## src/tal_pkg.sv

```systemverilog
// Constants and register map for the terminal address latch
// Behaviour
// Source select 0 takes address from pins
// Source select 1 takes address from bus
// Supplier makes address plus parity odd
// Respond non-broadcast only on odd parity
// Latch control low passes pins through
// Rising latch control captures pin values
// Latch control high: host-controlled capture only
// Bus D5-D1 is address, D0 parity
// Host sets enhance, latch enable, writes reg5
// Host puts address in low six bits
// Pin source ignores data, captures pins
// Held address stays until next capture
package tal_pkg;
  localparam int          ADDR_W         = 5;
  localparam logic [11:0] OFF_CFG3       = 12'h00C;
  localparam logic [11:0] OFF_CFG4       = 12'h010;
  localparam logic [11:0] OFF_CFG5       = 12'h014;
  localparam logic [11:0] OFF_CFG6       = 12'h018;
  localparam logic [11:0] OFF_STATUS     = 12'h020;
  localparam int          BIT_ENH_EN     = 15;
  localparam int          BIT_LAT5_EN    = 3;
  localparam int          BIT_SRC_SEL    = 5;
  localparam logic [15:0] CFG_RESET      = 16'h0000;
  localparam logic [5:0]  HELD_RESET     = 6'h00;
  localparam logic [1:0]  RESP_OKAY      = 2'b00;
  localparam logic [1:0]  RESP_SLVERR    = 2'b10;

  typedef enum logic [1:0] {
    TAL_IDLE = 2'b00,
    TAL_RESP = 2'b01
  } tal_bus_state_t;

  // Odd parity across address plus parity bit
  function automatic logic tal_parity_ok(input logic [5:0] ap);
    return ^ap;
  endfunction
endpackage

```

## src/tal_top.sv

```systemverilog
// Terminal address latch with AXI4-Lite configuration slave
//
// Design decisions made here: the AXI4-Lite register port and the register addresses.
`timescale 1ns/1ps
module tal_top
  import tal_pkg::*;
(
  input  wire logic        aclk,
  input  wire logic        aresetn,
  input  wire logic [11:0] s_axi_awaddr,
  input  wire logic        s_axi_awvalid,
  output logic             s_axi_awready,
  input  wire logic [31:0] s_axi_wdata,
  input  wire logic [3:0]  s_axi_wstrb,
  input  wire logic        s_axi_wvalid,
  output logic             s_axi_wready,
  output logic [1:0]       s_axi_bresp,
  output logic             s_axi_bvalid,
  input  wire logic        s_axi_bready,
  input  wire logic [11:0] s_axi_araddr,
  input  wire logic        s_axi_arvalid,
  output logic             s_axi_arready,
  output logic [31:0]      s_axi_rdata,
  output logic [1:0]       s_axi_rresp,
  output logic             s_axi_rvalid,
  input  wire logic        s_axi_rready,
  input  wire logic [4:0]  term_addr_pins,
  input  wire logic        term_addr_parity_pin,
  input  wire logic        term_addr_latch_ctl,
  output logic [4:0]       term_addr,
  output logic             term_addr_parity,
  output logic             nonbcast_resp_en
);
  logic [15:0]    cfg3_r, cfg3_nxt;
  logic [15:0]    cfg4_r, cfg4_nxt;
  logic [15:0]    cfg5_r, cfg5_nxt;
  logic [15:0]    cfg6_r, cfg6_nxt;
  logic           aw_hold_r, aw_hold_nxt;
  logic [11:0]    aw_addr_r, aw_addr_nxt;
  logic           w_hold_r, w_hold_nxt;
  logic [31:0]    w_data_r, w_data_nxt;
  logic [3:0]     w_strb_r, w_strb_nxt;
  tal_bus_state_t wst_r, wst_nxt;
  logic [1:0]     bresp_r, bresp_nxt;
  logic           rvalid_r, rvalid_nxt;
  logic [31:0]    rdata_r, rdata_nxt;
  logic [1:0]     rresp_r, rresp_nxt;
  logic           do_write;
  logic           host_cap;
  logic [5:0]     host_val;
  logic [5:0]     addr_par;
  logic           src_sw;

  // Apply byte strobes to a 16-bit register
  function automatic logic [15:0] merge16(input logic [15:0] old,
                                          input logic [31:0] d,
                                          input logic [3:0]  s);
    logic [15:0] r;
    r = old;
    if (s[0]) r[7:0]  = d[7:0];
    if (s[1]) r[15:8] = d[15:8];
    return r;
  endfunction

  function automatic logic mapped(input logic [11:0] a);
    return a == OFF_CFG3 || a == OFF_CFG4 || a == OFF_CFG5 ||
           a == OFF_CFG6 || a == OFF_STATUS;
  endfunction

  assign s_axi_awready = (wst_r == TAL_IDLE) && !aw_hold_r;
  assign s_axi_wready  = (wst_r == TAL_IDLE) && !w_hold_r;
  assign s_axi_bvalid  = (wst_r == TAL_RESP);
  assign s_axi_bresp   = bresp_r;
  assign s_axi_arready = !rvalid_r;
  assign s_axi_rvalid  = rvalid_r;
  assign s_axi_rdata   = rdata_r;
  assign s_axi_rresp   = rresp_r;
  assign do_write      = (wst_r == TAL_IDLE) && aw_hold_r && w_hold_r;
  assign src_sw        = cfg6_r[BIT_SRC_SEL];

  always_comb begin
    aw_hold_nxt = aw_hold_r;
    aw_addr_nxt = aw_addr_r;
    w_hold_nxt  = w_hold_r;
    w_data_nxt  = w_data_r;
    w_strb_nxt  = w_strb_r;
    wst_nxt     = wst_r;
    bresp_nxt   = bresp_r;
    cfg3_nxt    = cfg3_r;
    cfg4_nxt    = cfg4_r;
    cfg5_nxt    = cfg5_r;
    cfg6_nxt    = cfg6_r;
    host_cap    = 1'b0;
    host_val    = {term_addr_pins, term_addr_parity_pin};
    if (s_axi_awvalid && s_axi_awready) begin
      aw_hold_nxt = 1'b1;
      aw_addr_nxt = s_axi_awaddr;
    end
    if (s_axi_wvalid && s_axi_wready) begin
      w_hold_nxt = 1'b1;
      w_data_nxt = s_axi_wdata;
      w_strb_nxt = s_axi_wstrb;
    end
    unique case (wst_r)
      TAL_IDLE: begin
        if (do_write) begin
          aw_hold_nxt = 1'b0;
          w_hold_nxt  = 1'b0;
          wst_nxt     = TAL_RESP;
          bresp_nxt   = mapped(aw_addr_r) ? RESP_OKAY : RESP_SLVERR;
          unique case (aw_addr_r)
            OFF_CFG3: cfg3_nxt = merge16(cfg3_r, w_data_r, w_strb_r);
            OFF_CFG4: cfg4_nxt = merge16(cfg4_r, w_data_r, w_strb_r);
            OFF_CFG6: cfg6_nxt = merge16(cfg6_r, w_data_r, w_strb_r);
            OFF_CFG5: begin
              cfg5_nxt = merge16(cfg5_r, w_data_r, w_strb_r);
              // capture needs both enables
              host_cap = cfg3_r[BIT_ENH_EN] && cfg4_r[BIT_LAT5_EN];
              // D5-D1 address, D0 parity
              if (src_sw) begin
                host_val = w_data_r[5:0];
              end
              // pin source ignores data
            end
            default: ;
          endcase
        end
      end
      TAL_RESP: begin
        if (s_axi_bready) begin
          wst_nxt = TAL_IDLE;
        end
      end
      default: wst_nxt = TAL_IDLE;
    endcase
  end

  always_comb begin
    rvalid_nxt = rvalid_r;
    rdata_nxt  = rdata_r;
    rresp_nxt  = rresp_r;
    if (rvalid_r && s_axi_rready) begin
      rvalid_nxt = 1'b0;
    end
    if (s_axi_arvalid && s_axi_arready) begin
      rvalid_nxt = 1'b1;
      rresp_nxt  = mapped(s_axi_araddr) ? RESP_OKAY : RESP_SLVERR;
      unique case (s_axi_araddr)
        OFF_CFG3:   rdata_nxt = {16'h0000, cfg3_r};
        OFF_CFG4:   rdata_nxt = {16'h0000, cfg4_r};
        OFF_CFG5:   rdata_nxt = {16'h0000, cfg5_r};
        OFF_CFG6:   rdata_nxt = {16'h0000, cfg6_r};
        OFF_STATUS: rdata_nxt = {25'h0000000, nonbcast_resp_en, addr_par};
        default:    rdata_nxt = 32'h00000000;
      endcase
    end
  end

  always_ff @(posedge aclk) begin
    if (!aresetn) begin
      cfg3_r    <= CFG_RESET;
      cfg4_r    <= CFG_RESET;
      cfg5_r    <= CFG_RESET;
      cfg6_r    <= CFG_RESET;
      aw_hold_r <= 1'b0;
      aw_addr_r <= 12'h000;
      w_hold_r  <= 1'b0;
      w_data_r  <= 32'h00000000;
      w_strb_r  <= 4'h0;
      wst_r     <= TAL_IDLE;
      bresp_r   <= RESP_OKAY;
      rvalid_r  <= 1'b0;
      rdata_r   <= 32'h00000000;
      rresp_r   <= RESP_OKAY;
    end else begin
      cfg3_r    <= cfg3_nxt;
      cfg4_r    <= cfg4_nxt;
      cfg5_r    <= cfg5_nxt;
      cfg6_r    <= cfg6_nxt;
      aw_hold_r <= aw_hold_nxt;
      aw_addr_r <= aw_addr_nxt;
      w_hold_r  <= w_hold_nxt;
      w_data_r  <= w_data_nxt;
      w_strb_r  <= w_strb_nxt;
      wst_r     <= wst_nxt;
      bresp_r   <= bresp_nxt;
      rvalid_r  <= rvalid_nxt;
      rdata_r   <= rdata_nxt;
      rresp_r   <= rresp_nxt;
    end
  end

  // R2: pins or bus by select
  tal_latch u_latch (
    .aclk      (aclk),
    .aresetn   (aresetn),
    .pin_addr  (term_addr_pins),
    .pin_par   (term_addr_parity_pin),
    .latch_ctl (term_addr_latch_ctl),
    .host_cap  (host_cap),
    .host_val  (host_val),
    .addr_par  (addr_par)
  );

  assign term_addr        = addr_par[5:1];
  assign term_addr_parity = addr_par[0];
  // odd parity gates response
  assign nonbcast_resp_en = tal_parity_ok(addr_par);
endmodule

```

## src/tal_latch.sv

```systemverilog
// Address hold register with transparent and captured modes
`timescale 1ns/1ps
module tal_latch
  import tal_pkg::*;
(
  input  wire logic       aclk,
  input  wire logic       aresetn,
  input  wire logic [4:0] pin_addr,
  input  wire logic       pin_par,
  input  wire logic       latch_ctl,
  input  wire logic       host_cap,
  input  wire logic [5:0] host_val,
  output logic      [5:0] addr_par
);
  logic [5:0] held_r;
  logic [5:0] held_nxt;
  logic       ctl_r;
  logic       ctl_nxt;

  always_comb begin
    held_nxt = held_r;
    ctl_nxt  = latch_ctl;
    // capture on rise
    if (latch_ctl && !ctl_r) begin
      held_nxt = {pin_addr, pin_par};
    end else if (host_cap && latch_ctl && ctl_r) begin
      // host capture
      held_nxt = host_val;
    end
    // otherwise hold
  end

  always_ff @(posedge aclk) begin
    if (!aresetn) begin
      held_r <= HELD_RESET;
      ctl_r  <= 1'b0;
    end else begin
      held_r <= held_nxt;
      ctl_r  <= ctl_nxt;
    end
  end

  // transparent while low
  assign addr_par = latch_ctl ? held_r : {pin_addr, pin_par};
endmodule

```

## config.mk

```make
export PLATFORM = sky130hd
export DESIGN_NAME = tal_top
export DESIGN_NICKNAME = d
export VERILOG_FILES = /design/src/tal_pkg.sv /design/src/tal_top.sv /design/src/tal_latch.sv
export SDC_FILE = /design/constraint.sdc
export NUM_CORES = 1
export LEC_CHECK = 0
export ABC_AREA = 1
export BUFFER_PORTS_ARGS = -buffer_cell sky130_fd_sc_hd__buf_2
export CAP_MARGIN = 20
export CORE_ASPECT_RATIO = 0.5
export CORE_MARGIN = 3
export CORE_UTILIZATION = 49
export CTS_BUF_LIST = sky130_fd_sc_hd__clkbuf_16
export DETAILED_ROUTE_END_ITERATION = 6
export PLACE_DENSITY = 0.86
export SYNTH_ARGS = -nofsm -noshare
export SYNTH_HDL_FRONTEND = slang
export SYNTH_HIERARCHICAL = 1
export SYNTH_SLANG_ARGS = --single-unit
```

## constraint.sdc

```tcl
create_clock -name aclk -period 1.68 [get_ports aclk]
set_input_delay 0.336 -clock aclk [delete_from_list [all_inputs] [get_ports aclk]]
set_output_delay 0.336 -clock aclk [all_outputs]
set_load 0.01 [all_outputs]
```

# Word level (Yosys, flattened, before mapping)
# Cells that the tools add are included.
[totals]
wordCells = 95
latch_bits = 0
regBits = 142
ramBits = 0
n_memories = 0
rom_bits = 0
[op_classes]
order_cmp = 0
bitwise_logic = 0
n_mul = 0
mux = 24
div = 0
reduce_logical = 38
add_sub_neg = 0
n_eq_ne = 13
shift = 0
[ops]
columns = ["cell", "count"]
rows = [
  ["one-hot mux 16 bit (5 select lines)", 1],
  ["== test 12 x 5 -> 1 bit (second input constant)", 6],
  ["2-to-1 mux 6 bit", 7],
  ["AND reduction 4 bit", 8],
  ["== test 12 x 4 -> 1 bit (second input constant)", 2],
  ["== test 12 x 6 -> 1 bit (second input constant)", 2],
  ["logical AND 1 bit", 12],
  ["2-to-1 mux 1 bit", 11],
  ["logical OR 1 bit", 8],
  ["2-to-1 mux 2 bit", 4],
  ["parity 6 bit", 1],
  ["logical NOT 1 bit", 4],
  ["one-hot mux 2 bit (2 select lines)", 1],
  ["AND reduction 2 bit", 2],
  ["nonzero test 2 bit", 2],
  ["== test 2 x 1 -> 1 bit (second input constant)", 1],
  ["logical NOT 2 bit", 1],
  ["inequality test 2 x 1 -> 1 bit (second input constant)", 1],
  ["inequality test 2 bit (second input constant)", 1],
]

# Depth between registers and ports, before layout
# Gate-level depths: netlist of the first run.
[depth]
word_depth = 9
depth_mapped = 12

# Cells and area by module
# Netlist of the first run, hierarchy kept.
[by_module_without_submodules]
columns = ["module", "area_per_inst_um2", "cells_each", "seq_area_each_um2", "instances"]
rows = [
  ["tal_top", 5362.6, 723, 2322.2, 1],
  ["tal_latch", 450.4, 78, 140.1, 1],
]

# Worst setup path before layout of the first run
# Ideal clock, no wire load.
[synth_path]
kind = "in2out"
start = "input port term_addr_latch_ctl"
end = "output port nonbcast_resp_en"
n_path_buf = 1
t_arrival_ns = 1.589
setup_slack_ns = -0.245
stages = 8
path_cell_list = "buf_4 > inv_2 > o21ai_0 > xor2_1 > nand2_1 > nand2_1 > nand2_1 > and2_1"
[synth_between]
elab_chain_cells = 2
[synth_rtl]
columns = ["element", "line_no", "source"]
rows = [
  ["from (decl)", "tal_top.sv:29", "input wire logic term_addr_latch_ctl,"],
  ["2-to-1 mux 6 bit", "tal_latch.sv:44", "assign addr_par = latch_ctl ? held_r : {pin_addr, pin_par};"],
  ["net term_addr[1]", "tal_top.sv:30", "output logic [4:0] term_addr,"],
  ["parity 6 bit", "tal_pkg.sv:37", "return ^ap;"],
  ["to (decl)", "tal_top.sv:32", "output logic nonbcast_resp_en"],
]
# The timed path passes the listed nets, and every way through them passes these cells.

# Worst setup path after layout of the first run
[layout_path]
start = "register u_latch.held_r[1]"
end = "output port nonbcast_resp_en"
[layout_between]
elab_chain_cells = 2
[layout_rtl]
columns = ["element", "line_no", "source"]
rows = [
  ["from (decl)", "tal_latch.sv:15", "logic [5:0] held_r;"],
  ["from (signal assigned)", "tal_latch.sv:38", "held_r <= held_nxt;"],
  ["2-to-1 mux 6 bit", "tal_latch.sv:44", ""],
  ["parity 6 bit", "tal_pkg.sv:37", ""],
]
# Every way passes these cells.

==> impl_metrics.ini, run 1 <==
[cells_and_area]
multi_input_area_um2 = 3020
final_layout_size_suffix_gt1_share_pct = 29.1
regArea_um2 = 2470
nets = 1007
nFillCells = 789
n_antenna_cell = 0
fin_util_pct = 67.1
final_common_cell = dfxtp_1
fin_area_um2 = 7570
area_growth_pct = 30.3
final_cell_mix = dfxtp_1 (118), nand2_1 (108), nor2_1 (88), buf_2 (83), inv_1 (79)

[status]
violations = DRC, setup timing
status = finished with violations

[detailed_routing]
drc_errors = 2
drt_iter0_markers = 797
drtAntennaViolNets = 0
dr.pass1.iters = 7
wl_per_cell_um = 17.2
wirelength_um = 19000
route.vias.total = 6390
drt-met1-wl_um = 7000
top_layer_used = met4
avgViaCountPerCell = 5.78
wl_met2_um = 9050
wl_met3_um = 1710

[floorplan]
core_um2 = 11300
die_h_um = 83.0
pin_count = 122
start_util_pct = 51.5
row_count = 27
die-area_um2 = 13300
die_w_um = 160

[placement]
numPortBuffers = 85
routabilityCongestion = 0.834
dp_slack_ns = -0.152
placed_area_um2 = 6490
post-dp-hpwl_um = 10400

[clock_network]
path_clk_slew_ns = 0.05
cts_max_level = 4
clkLatencyLatePin_ns = 0.42
clk_path_buf_depth = 2
cts_tree = yes
cts_buffers = 17
cts-root-buf = clkbuf_16
cts_sinks = 123

[sta]
fin_crit_ns = 1.98
fin_crit_sh_pct = 118
hold_violations = 0
slew_headroom_pct = 63.0
tns_ns = -3.82
skew_ns = 0.00903
rsz0062_at_grt = true
report.final.setup_viol = 52
final.setup.worst_slack_ns = -0.297
worst_slew_pin_slew_ns = 0.553
drv_slew = 0
fmax_mhz = 506

[synthesis]
synthCells = 801
synth-seq-cells = 123
synth_cell_type_count = 36
syn_area_um2 = 5810
synth_edf_count = 0
seq_area_frac_synth_pct = 42.4
ys_dominant_reg_cell = dfxtp_1
postSynthAreaPerCell_um2 = 7.26
yosys_warnings = 6
synth_async_sr_flop_share_pct = 0

[power_and_ir_drop]
comb_power_share_pct = 12.8
p_seq_share_pct = 41.9
clkPwrFrac_pct = 45.3
p_leak_nw = 3.20
switching_share_pct = 26.5
power.switching_mw = 1.99
fin_total_pwr_mw = 7.52
max-vdd-ir-drop_uv = 708
p_int_mw = 5.52
power_density_nw_per_um2 = 993

[worst_setup_path]
crit_fanout = 3
cp_num_buf_inv = 2
max_stage_delay_ns = 0.33
crit_family = simple AND/OR/NAND/NOR gates
worstPathRequired_ns = 1.34
critical_path_class = flip-flop to output port
crit_chain = inv_2, o21ai_4, xor2_1, nand2_1, nand2_1, nand2_1, and2_4, buf_6
critPathCaptureType = output port
arrival_ns = 1.64
worst_path_max_delay_cell = dfxtp_2
cp_common_cell = nand2_1
setup.worst_path.start_class = flip-flop

[global_route]
grt_pass1_wl_um = 25400
grt_pass1_vias = 5439
grt_start_max_net_pins = 50
antenna_found_initial = 0
overflow = 0
grt_usage_pct = 23.1

[min_path]
hold_class = input port to flip-flop

[run]
drv_cap = 0
==> timing repair <==
item | in CTS | in global routing
resized for setup | 14 | 97
gates cloned | 0 | 1
endpoints found under the setup margin | 11 | 76
pin swaps | 8 | 25
hold buffers | 0 | 0
setup buffers | 6 | 19
==> power by group through the flow <==
stage	clock network (mW)	registers, mW	logic, mW
2_1_floorplan	0	3.16	0.514
5_1_grt	3.51	3.16	1.05
3_5_place_dp	0	3.18	0.766
4_1_cts	3.37	3.12	0.809
3_3_place_gp	0	3.18	0.735
6_report	3.40	3.15	0.966
==> registers in the layout, summed over array words and instances, names as in the netlist <==
signal and count:
aw_addr_r 12, s_axi_rvalid 1, u_latch/ctl_r 1, aw_hold_r 1, wst_r 1, s_axi_bresp 1, s_axi_rdata 16, cfg4_r 16
w_hold_r 1, u_latch/held_r 6, cfg3_r 16, s_axi_rresp 1, w_strb_r 2, w_data_r 16, cfg5_r 16, cfg6_r 16
==> cell usage after synthesis, types with 3 or more instances <==
master | instances | area share [%]
buf_4 | 21 | 2.7
buf_6 | 8 | 1.5
o21ai_2 | 8 | 1.2
nor2_2 | 9 | 0.97
o21ai_1 | 6 | 0.52
nor2_4 | 3 | 0.58
buf_2 | 6 | 0.52
nand3_1 | 69 | 5.9
nor3_1 | 9 | 0.77
nor2_1 | 90 | 5.8
nand2_4 | 5 | 0.97
clkbuf_1 | 15 | 0.97
inv_1 | 80 | 5.2
o21ai_0 | 98 | 8.4
nand2_2 | 8 | 0.86
nand4_1 | 10 | 1.1
a21oi_2 | 8 | 1.2
nand2_1 | 118 | 7.6
xnor2_1 | 3 | 0.45
inv_2 | 5 | 0.32
a21oi_1 | 74 | 6.4
o22ai_1 | 6 | 0.65
dfxtp_1 | 123 | 42
==> area by class of cell <==
| class | instances | area share [%] |
|---|---|---|
| Multi-Input combinational cell | 557 | 39.8 |
| Sequential cell | 123 | 32.6 |
| Timing Repair Buffer | 147 | 13.3 |
| Clock buffer | 17 | 5.62 |
| Inverter | 87 | 4.44 |
| Tap cell | 159 | 2.63 |
| Clock inverter | 15 | 1.57 |
==> logic make-up (layout without fill, tap and decap cells) <==
| kind of cell | after synthesis | count (layout) | synth area share, % |
|---|---|---|---|
| AO/OA/AOI/OAI | 201 | 201 | 18.5 |
| AND/OR/NAND/NOR | 332 | 333 | 26.8 |
| other | 1 | 18 | 0.0645 |
| flip-flops | 123 | 123 | 42.4 |
| XOR/XNOR | 5 | 5 | 0.753 |
| buffers and inverters | 139 | 266 | 11.5 |
==> path summary, 6_finish.rpt <==
check	endpoint	slack, ns	startpoint	cells after the start
worst max-delay path	nonbcast_resp_en	-0.30	u_latch/held_r[1]	8
worst min-delay path	w_data_r[10]	0.17	s_axi_wdata[10]	3
worst max register to register	cfg4_r[6]	-0.19	aw_addr_r[5]	11
worst min register to register	cfg5_r[3]	0.45	cfg5_r[3]	2
==> layer usage <==
layer	up-vias	global-route usage [%]
met5	-	0
li1	2861	-
met2	438	41.4
met4	0	10.0
met3	142	4.83
met1	2949	26.9
==> per-stage QoR <==
stage	instances	hold WS, ns
3_5_place_dp	1048	0.435
6_report	1105	0.174
5_1_grt	1105	0.194
4_1_cts	1086	0.177
3_3_place_gp	1048	0.432
2_1_floorplan	818	0.423
==> tightest hold or removal path, stage by stage <==
cell     delay [ns]
buf_2          0.08
o21ai_0        0.07
nor2_1         0.07
Power figures use the tool's default switching activity.
==> run 2, diff against run 1 <==
MAX_ROUTING_LAYER = met4   (was default)
SKIP_LAST_GASP = 1   (was default)
SLEW_MARGIN = 30   (was default)
==> impl_metrics.ini, run 2 (synthesis gave the netlist of run 1 again) <==
[detailed_routing]
route.vias.total = 6679
wl_per_cell_um = 18.9
avgViaCountPerCell = 5.97
wirelength_um = 21200
drc_errors = 0
drtAntennaViolNets = 0
drt_iter0_markers = 1129
dr.pass1.iters = 6

[cells_and_area]
fin_area_um2 = 7910
n_antenna_cell = 0
final_layout_size_suffix_gt1_share_pct = 31.7
final_common_cell = dfxtp_1
multi_input_area_um2 = 3230
area_growth_pct = 36.1
regArea_um2 = 2470
nets = 1020
nFillCells = 712
final_cell_mix = dfxtp_1 (118), nand2_1 (110), nor2_1 (88), buf_2 (85), inv_1 (79)

[min_path]
hold_class = input port to flip-flop
min_path_cells = 3

[power_and_ir_drop]
p_leak_nw = 3.30
power_density_nw_per_um2 = 1010
max-vdd-ir-drop_uv = 749

[clock_network]
hold_buffers = 0
cts_buffers = 17
cts-root-buf = clkbuf_16
cts_sinks = 123
clk_path_buf_depth = 2
path_clk_slew_ns = 0.05
cts_max_level = 4
clkLatencyLatePin_ns = 0.43
cts_tree = yes

[worst_setup_path]
crit_family = simple AND/OR/NAND/NOR gates
crit_fanout = 4
arrival_ns = 1.62
worstRegToRegCells = 15
critical_path_class = flip-flop to output port
critPathCaptureType = output port
crit_chain = inv_2, o21ai_4, xor2_1, nand2_1, nand2_1, nand2_1, and2_1, buf_2
worstPathRequired_ns = 1.34
worst_path_max_delay_cell = dfxtp_2
cp_num_buf_inv = 2
cp.depth = 8
cp_common_cell = nand2_1
max_stage_delay_ns = 0.32
setup.worst_path.start_class = flip-flop

[floorplan]
die_w_um = 160
core_um2 = 11300
pin_count = 122
row_count = 27
die_h_um = 83.0
start_util_pct = 51.5
die-area_um2 = 13300

[status]
status = finished with violations
violations = setup timing

[sta]
hold_violations = 0
skew_ns = 0.00969
drv_slew = 0
slew_headroom_pct = 60.5
fin_crit_sh_pct = 117
tns_ns = -4.43
report.final.setup_viol = 53
rsz0062_at_grt = true
fmax_mhz = 511
fin_crit_ns = 1.96
worst_slew_pin_slew_ns = 0.591
final.setup.worst_slack_ns = -0.277
holdWs_ns = 0.159

[global_route]
grt_pass1_wl_um = 25900
gr-usage-met1_pct = 28.6
grt_start_max_net_pins = 50
grtUsageMet3_pct = 5.98
busiest_layer = met2
overflow = 0
antenna_found_initial = 0
grt_usage_pct = 24.4
grtUsageMet2_pct = 40.4
grt_pass1_vias = 5541

[placement]
dp_slack_ns = -0.190
numPortBuffers = 85
placed_area_um2 = 6510
post-dp-hpwl_um = 9860
routabilityCongestion = 0.872

[run]
drv_cap = 0
[run 2: changes by cell type in the layout (fill, tap and decap cells not counted), sizes merged]
cell / delta
bufinv: +2
nand2: +4
inv: -1
buf: +9
clkinvlp: -2
clkinv: +1
[run 2: worst paths after layout]
| check | start | slack (ns) | endpoint |
|---|---|---|---|
| max reg2reg | u_latch/held_r[1] | -0.24 | s_axi_rdata[6] |
| min reg2reg | cfg4_r[12] | 0.45 | cfg4_r[12] |
| max | u_latch/held_r[1] | -0.28 | nonbcast_resp_en |
| min | s_axi_awaddr[10] | 0.16 | aw_addr_r[10] |
[run 2: stage by stage]
stage	util [%]	power, mW	cells
after floorplan	-	3.68	818
after CTS	64.4	7.67	1093
after global placement	57.7	3.92	1050
after global routing	70.1	8.17	1118
final	70.1	7.95	1118
after detailed placement	57.7	3.95	1050
[run 2: per-layer routing]
metal	wire, um	up-vias
met5	0	-
met1	7580	2991
met3	2360	193
li1	-	2901
met2	9800	594
met4	1420	0
[run 2: where the power goes]
group / leakage [nW] / switching (mW) / internal [mW]
sequential: 1.00 / 0.138 / 3.03
combinational: 1.99 / 0.626 / 0.396
clock: 0.299 / 1.34 / 2.42
[run 2: layout make-up]
class / count / share of cell area [%]
clock buffers: 17 / 5.38
clock inverters: 15 / 2.07
inverters: 87 / 4.18
multi-input cells: 561 / 40.8
flip-flops and latches: 123 / 31.2
well taps: 159 / 2.52
repair buffers: 156 / 13.8
[run 2: what timing repair did]
action / CTS / global route
resized for setup: 20 / 121
setup endpoints to repair: 17 / 78
pin swaps: 11 / 38
gates cloned: 1 / 4
setup buffers: 10 / 21
[run 2: tightest hold or removal path: stages]
cell and delay, ns:
buf_2 0.07, o21ai_0 0.07, nor2_1 0.07
==> run 3, diff against run 2 <==
CORE_MARGIN = default   (was 3)
GPL_ROUTABILITY_DRIVEN = 0   (was default)
SYNTH_HIERARCHICAL = default   (was 1)
==> impl_metrics.ini, run 3 <==
[clock_network]
cts-root-buf = clkbuf_16
clk_path_buf_depth = 2
cts_max_level = 4
path_clk_slew_ns = 0.05
cts_buffers = 17
clkLatencyLatePin_ns = 0.42
hold_buffers = 0
cts_tree = yes
cts_sinks = 123

[sta]
report.final.setup_viol = 3
slew_headroom_pct = 61.9
skew_ns = 0.00538
fin_crit_sh_pct = 118
tns_ns = -0.416
fin_crit_ns = 1.98
fmax_mhz = 505
rsz0062_at_grt = true
drv_slew = 0
hold_violations = 0
final.setup.worst_slack_ns = -0.299
worst_slew_pin_slew_ns = 0.570

[floorplan]
die_h_um = 76.5
row_count = 26
pin_count = 122
die_w_um = 151
core_um2 = 10500
start_util_pct = 51.8
die-area_um2 = 11600

[cells_and_area]
final_common_cell = dfxtp_1
regArea_um2 = 2470
nets = 951
final_cell_mix = dfxtp_1 (116), nand2_1 (107), o21ai_0 (105), a21oi_1 (97), buf_2 (84)
nFillCells = 782
final_layout_size_suffix_gt1_share_pct = 25.5
area_growth_pct = 27.5
n_antenna_cell = 0
multi_input_area_um2 = 2550
fin_util_pct = 66.1

[synthesis]
synthMuxAreaShare_pct = 0
synthTopCellsByCount = nand2_1 (125), dfxtp_1 (123), o21ai_0 (112), a21oi_1 (97), inv_1 (86)
synth-seq-cells = 123
synth_compound_area_share_pct = 23.6
yosysTopAreaCellShare_pct = 45.2
synthAdderAreaFrac_pct = 0
synth_cell_type_count = 31
syn_area_um2 = 5440
synth_top_family_by_area = compound AO/OA/AOI/OAI gates
yosysTopAreaCell = dfxtp_1
yosys.area_share.simple_pct = 19.8
synth-xor-area-share_pct = 0
seq_area_frac_synth_pct = 45.2
ys_dominant_reg_cell = dfxtp_1
synth_edf_count = 0
yosys_warnings = 0
synthCells = 745
postSynthAreaPerCell_um2 = 7.31
synth.most_common_cell = nand2_1
synth_async_sr_flop_share_pct = 0
synthTopCellsByArea = dfxtp_1 (45%), o21ai_0 (10%), a21oi_1 (8.9%)

[global_route]
grt_pass1_vias = 5250
overflow = 0
grt_pass1_wl_um = 24300
antenna_found_initial = 0
grt_start_max_net_pins = 102
grt_usage_pct = 27.8

[worst_setup_path]
worstReg2RegEnd = u_latch.held_r[1]
setup.worst_path.start_class = flip-flop
max_stage_delay_ns = 0.35
cp_num_buf_inv = 2
worst_path_max_delay_cell = dfxtp_2
worstPathRequired_ns = 1.34
reg2reg_slack_ns = -0.12
cp_common_cell = nand2_1
critPathCaptureType = output port
cp.depth = 10
crit_family = simple AND/OR/NAND/NOR gates
worstRegToRegCells = 10
reg2reg_from = aw_addr_r[10]
crit_chain = inv_1, nand2_1, nand2_1, nand2_1, nand2_1, nand2_2, nand2_2, nand2_2, nand2_4, buf_6
startpoint = u_latch.held_r[4]
arrival_ns = 1.64
worstSetupEndpoint = nonbcast_resp_en
critical_path_class = flip-flop to output port
crit_fanout = 3

[power_and_ir_drop]
max-vdd-ir-drop_uv = 749
power_density_nw_per_um2 = 1030
p_leak_nw = 3.02

[placement]
numPortBuffers = 85
post-dp-hpwl_um = 9360

[min_path]
hold_class = input port to flip-flop

[detailed_routing]
drtAntennaViolNets = 0
dr.pass1.iters = 6
drc_errors = 0
wirelength_um = 16100
wl_per_cell_um = 15.7
drt_iter0_markers = 666
avgViaCountPerCell = 5.66
route.vias.total = 5820

[status]
status = finished with violations
violations = setup timing

[run]
drv_cap = 0
-- run 3: cell type report --
class | instances | share of cell area [%]
multi-input combinational | 506 | 36.8
sequential | 123 | 35.6
timing repair buffer | 141 | 12.9
clock buffer | 17 | 6.13
inverter | 88 | 4.81
tap | 140 | 2.52
clock inverter | 14 | 1.32
-- run 3: worst min path at each step --
| stage | from | cells after the start | slack, ns | endpoint |
|---|---|---|---|---|
| after floorplan | cfg3_r[10] | 2 | 0.42 | cfg3_r[10] |
| after global placement | cfg3_r[8] | 2 | 0.43 | cfg3_r[8] |
| after detailed placement | cfg3_r[9] | 2 | 0.44 | cfg3_r[9] |
| after CTS | s_axi_awaddr[0] | 3 | 0.17 | aw_addr_r[0] |
| after global routing | s_axi_awaddr[0] | 3 | 0.18 | aw_addr_r[0] |
| final | s_axi_awaddr[1] | 3 | 0.17 | aw_addr_r[1] |
-- run 3: power by group --
group          switching [mW]  leakage (nW)  internal (mW)  total [mW]
clock                    1.28         0.262           1.97        3.25
combinational           0.518          1.75          0.291       0.809
sequential             0.0716          1.00           3.03        3.10
total                    1.87          3.02           5.28        7.15
-- run 3: per-layer routing --
layer / global-route usage, % / part of all wire [%] / vias up
li1: - / - / 2728
met1: 32.7 / 40 / 2684
met3: 7.49 / 8.6 / 66
met2: 44.6 / 48 / 342
met4: 11.7 / 3.9 / 0
met5: - / 0 / -
-- run 3: worst register-to-register path, delay by kind of cell, from the launching register on --
family / cells / cell delay [ns]
AOI/OAI and AO/OA: 2 / 0.32
and+or+nand+nor: 7 / 0.93
buffers and inverters: 1 / 0.15
DFF: 1 / 0.30
-- run 3: cell families after synthesis --
kind of cell / Yosys count
buffers and inverters: 135
other: 1
and+or+nand+nor: 242
AOI/OAI and AO/OA: 244
DFF: 123
-- run 3: what timing repair did --
action,CTS,global route
pin swaps,10,18
endpoints found under the setup margin,4,52
resized for setup,22,31
buffers inserted,7,5
gates cloned,0,2
-- run 3: per-stage QoR --
stage	total power, mW	cells	instance area, um2	hold WS (ns)	worst slack (ns)
2_1_floorplan	3.60	762	5510	0.424	0.0959
3_3_place_gp	3.81	985	6190	0.431	-0.0663
3_5_place_dp	3.83	985	6190	0.440	-0.124
4_1_cts	7.08	1023	6810	0.166	-0.0941
5_1_grt	7.41	1029	6940	0.181	-0.307
6_report	7.15	1029	6940	0.172	-0.299
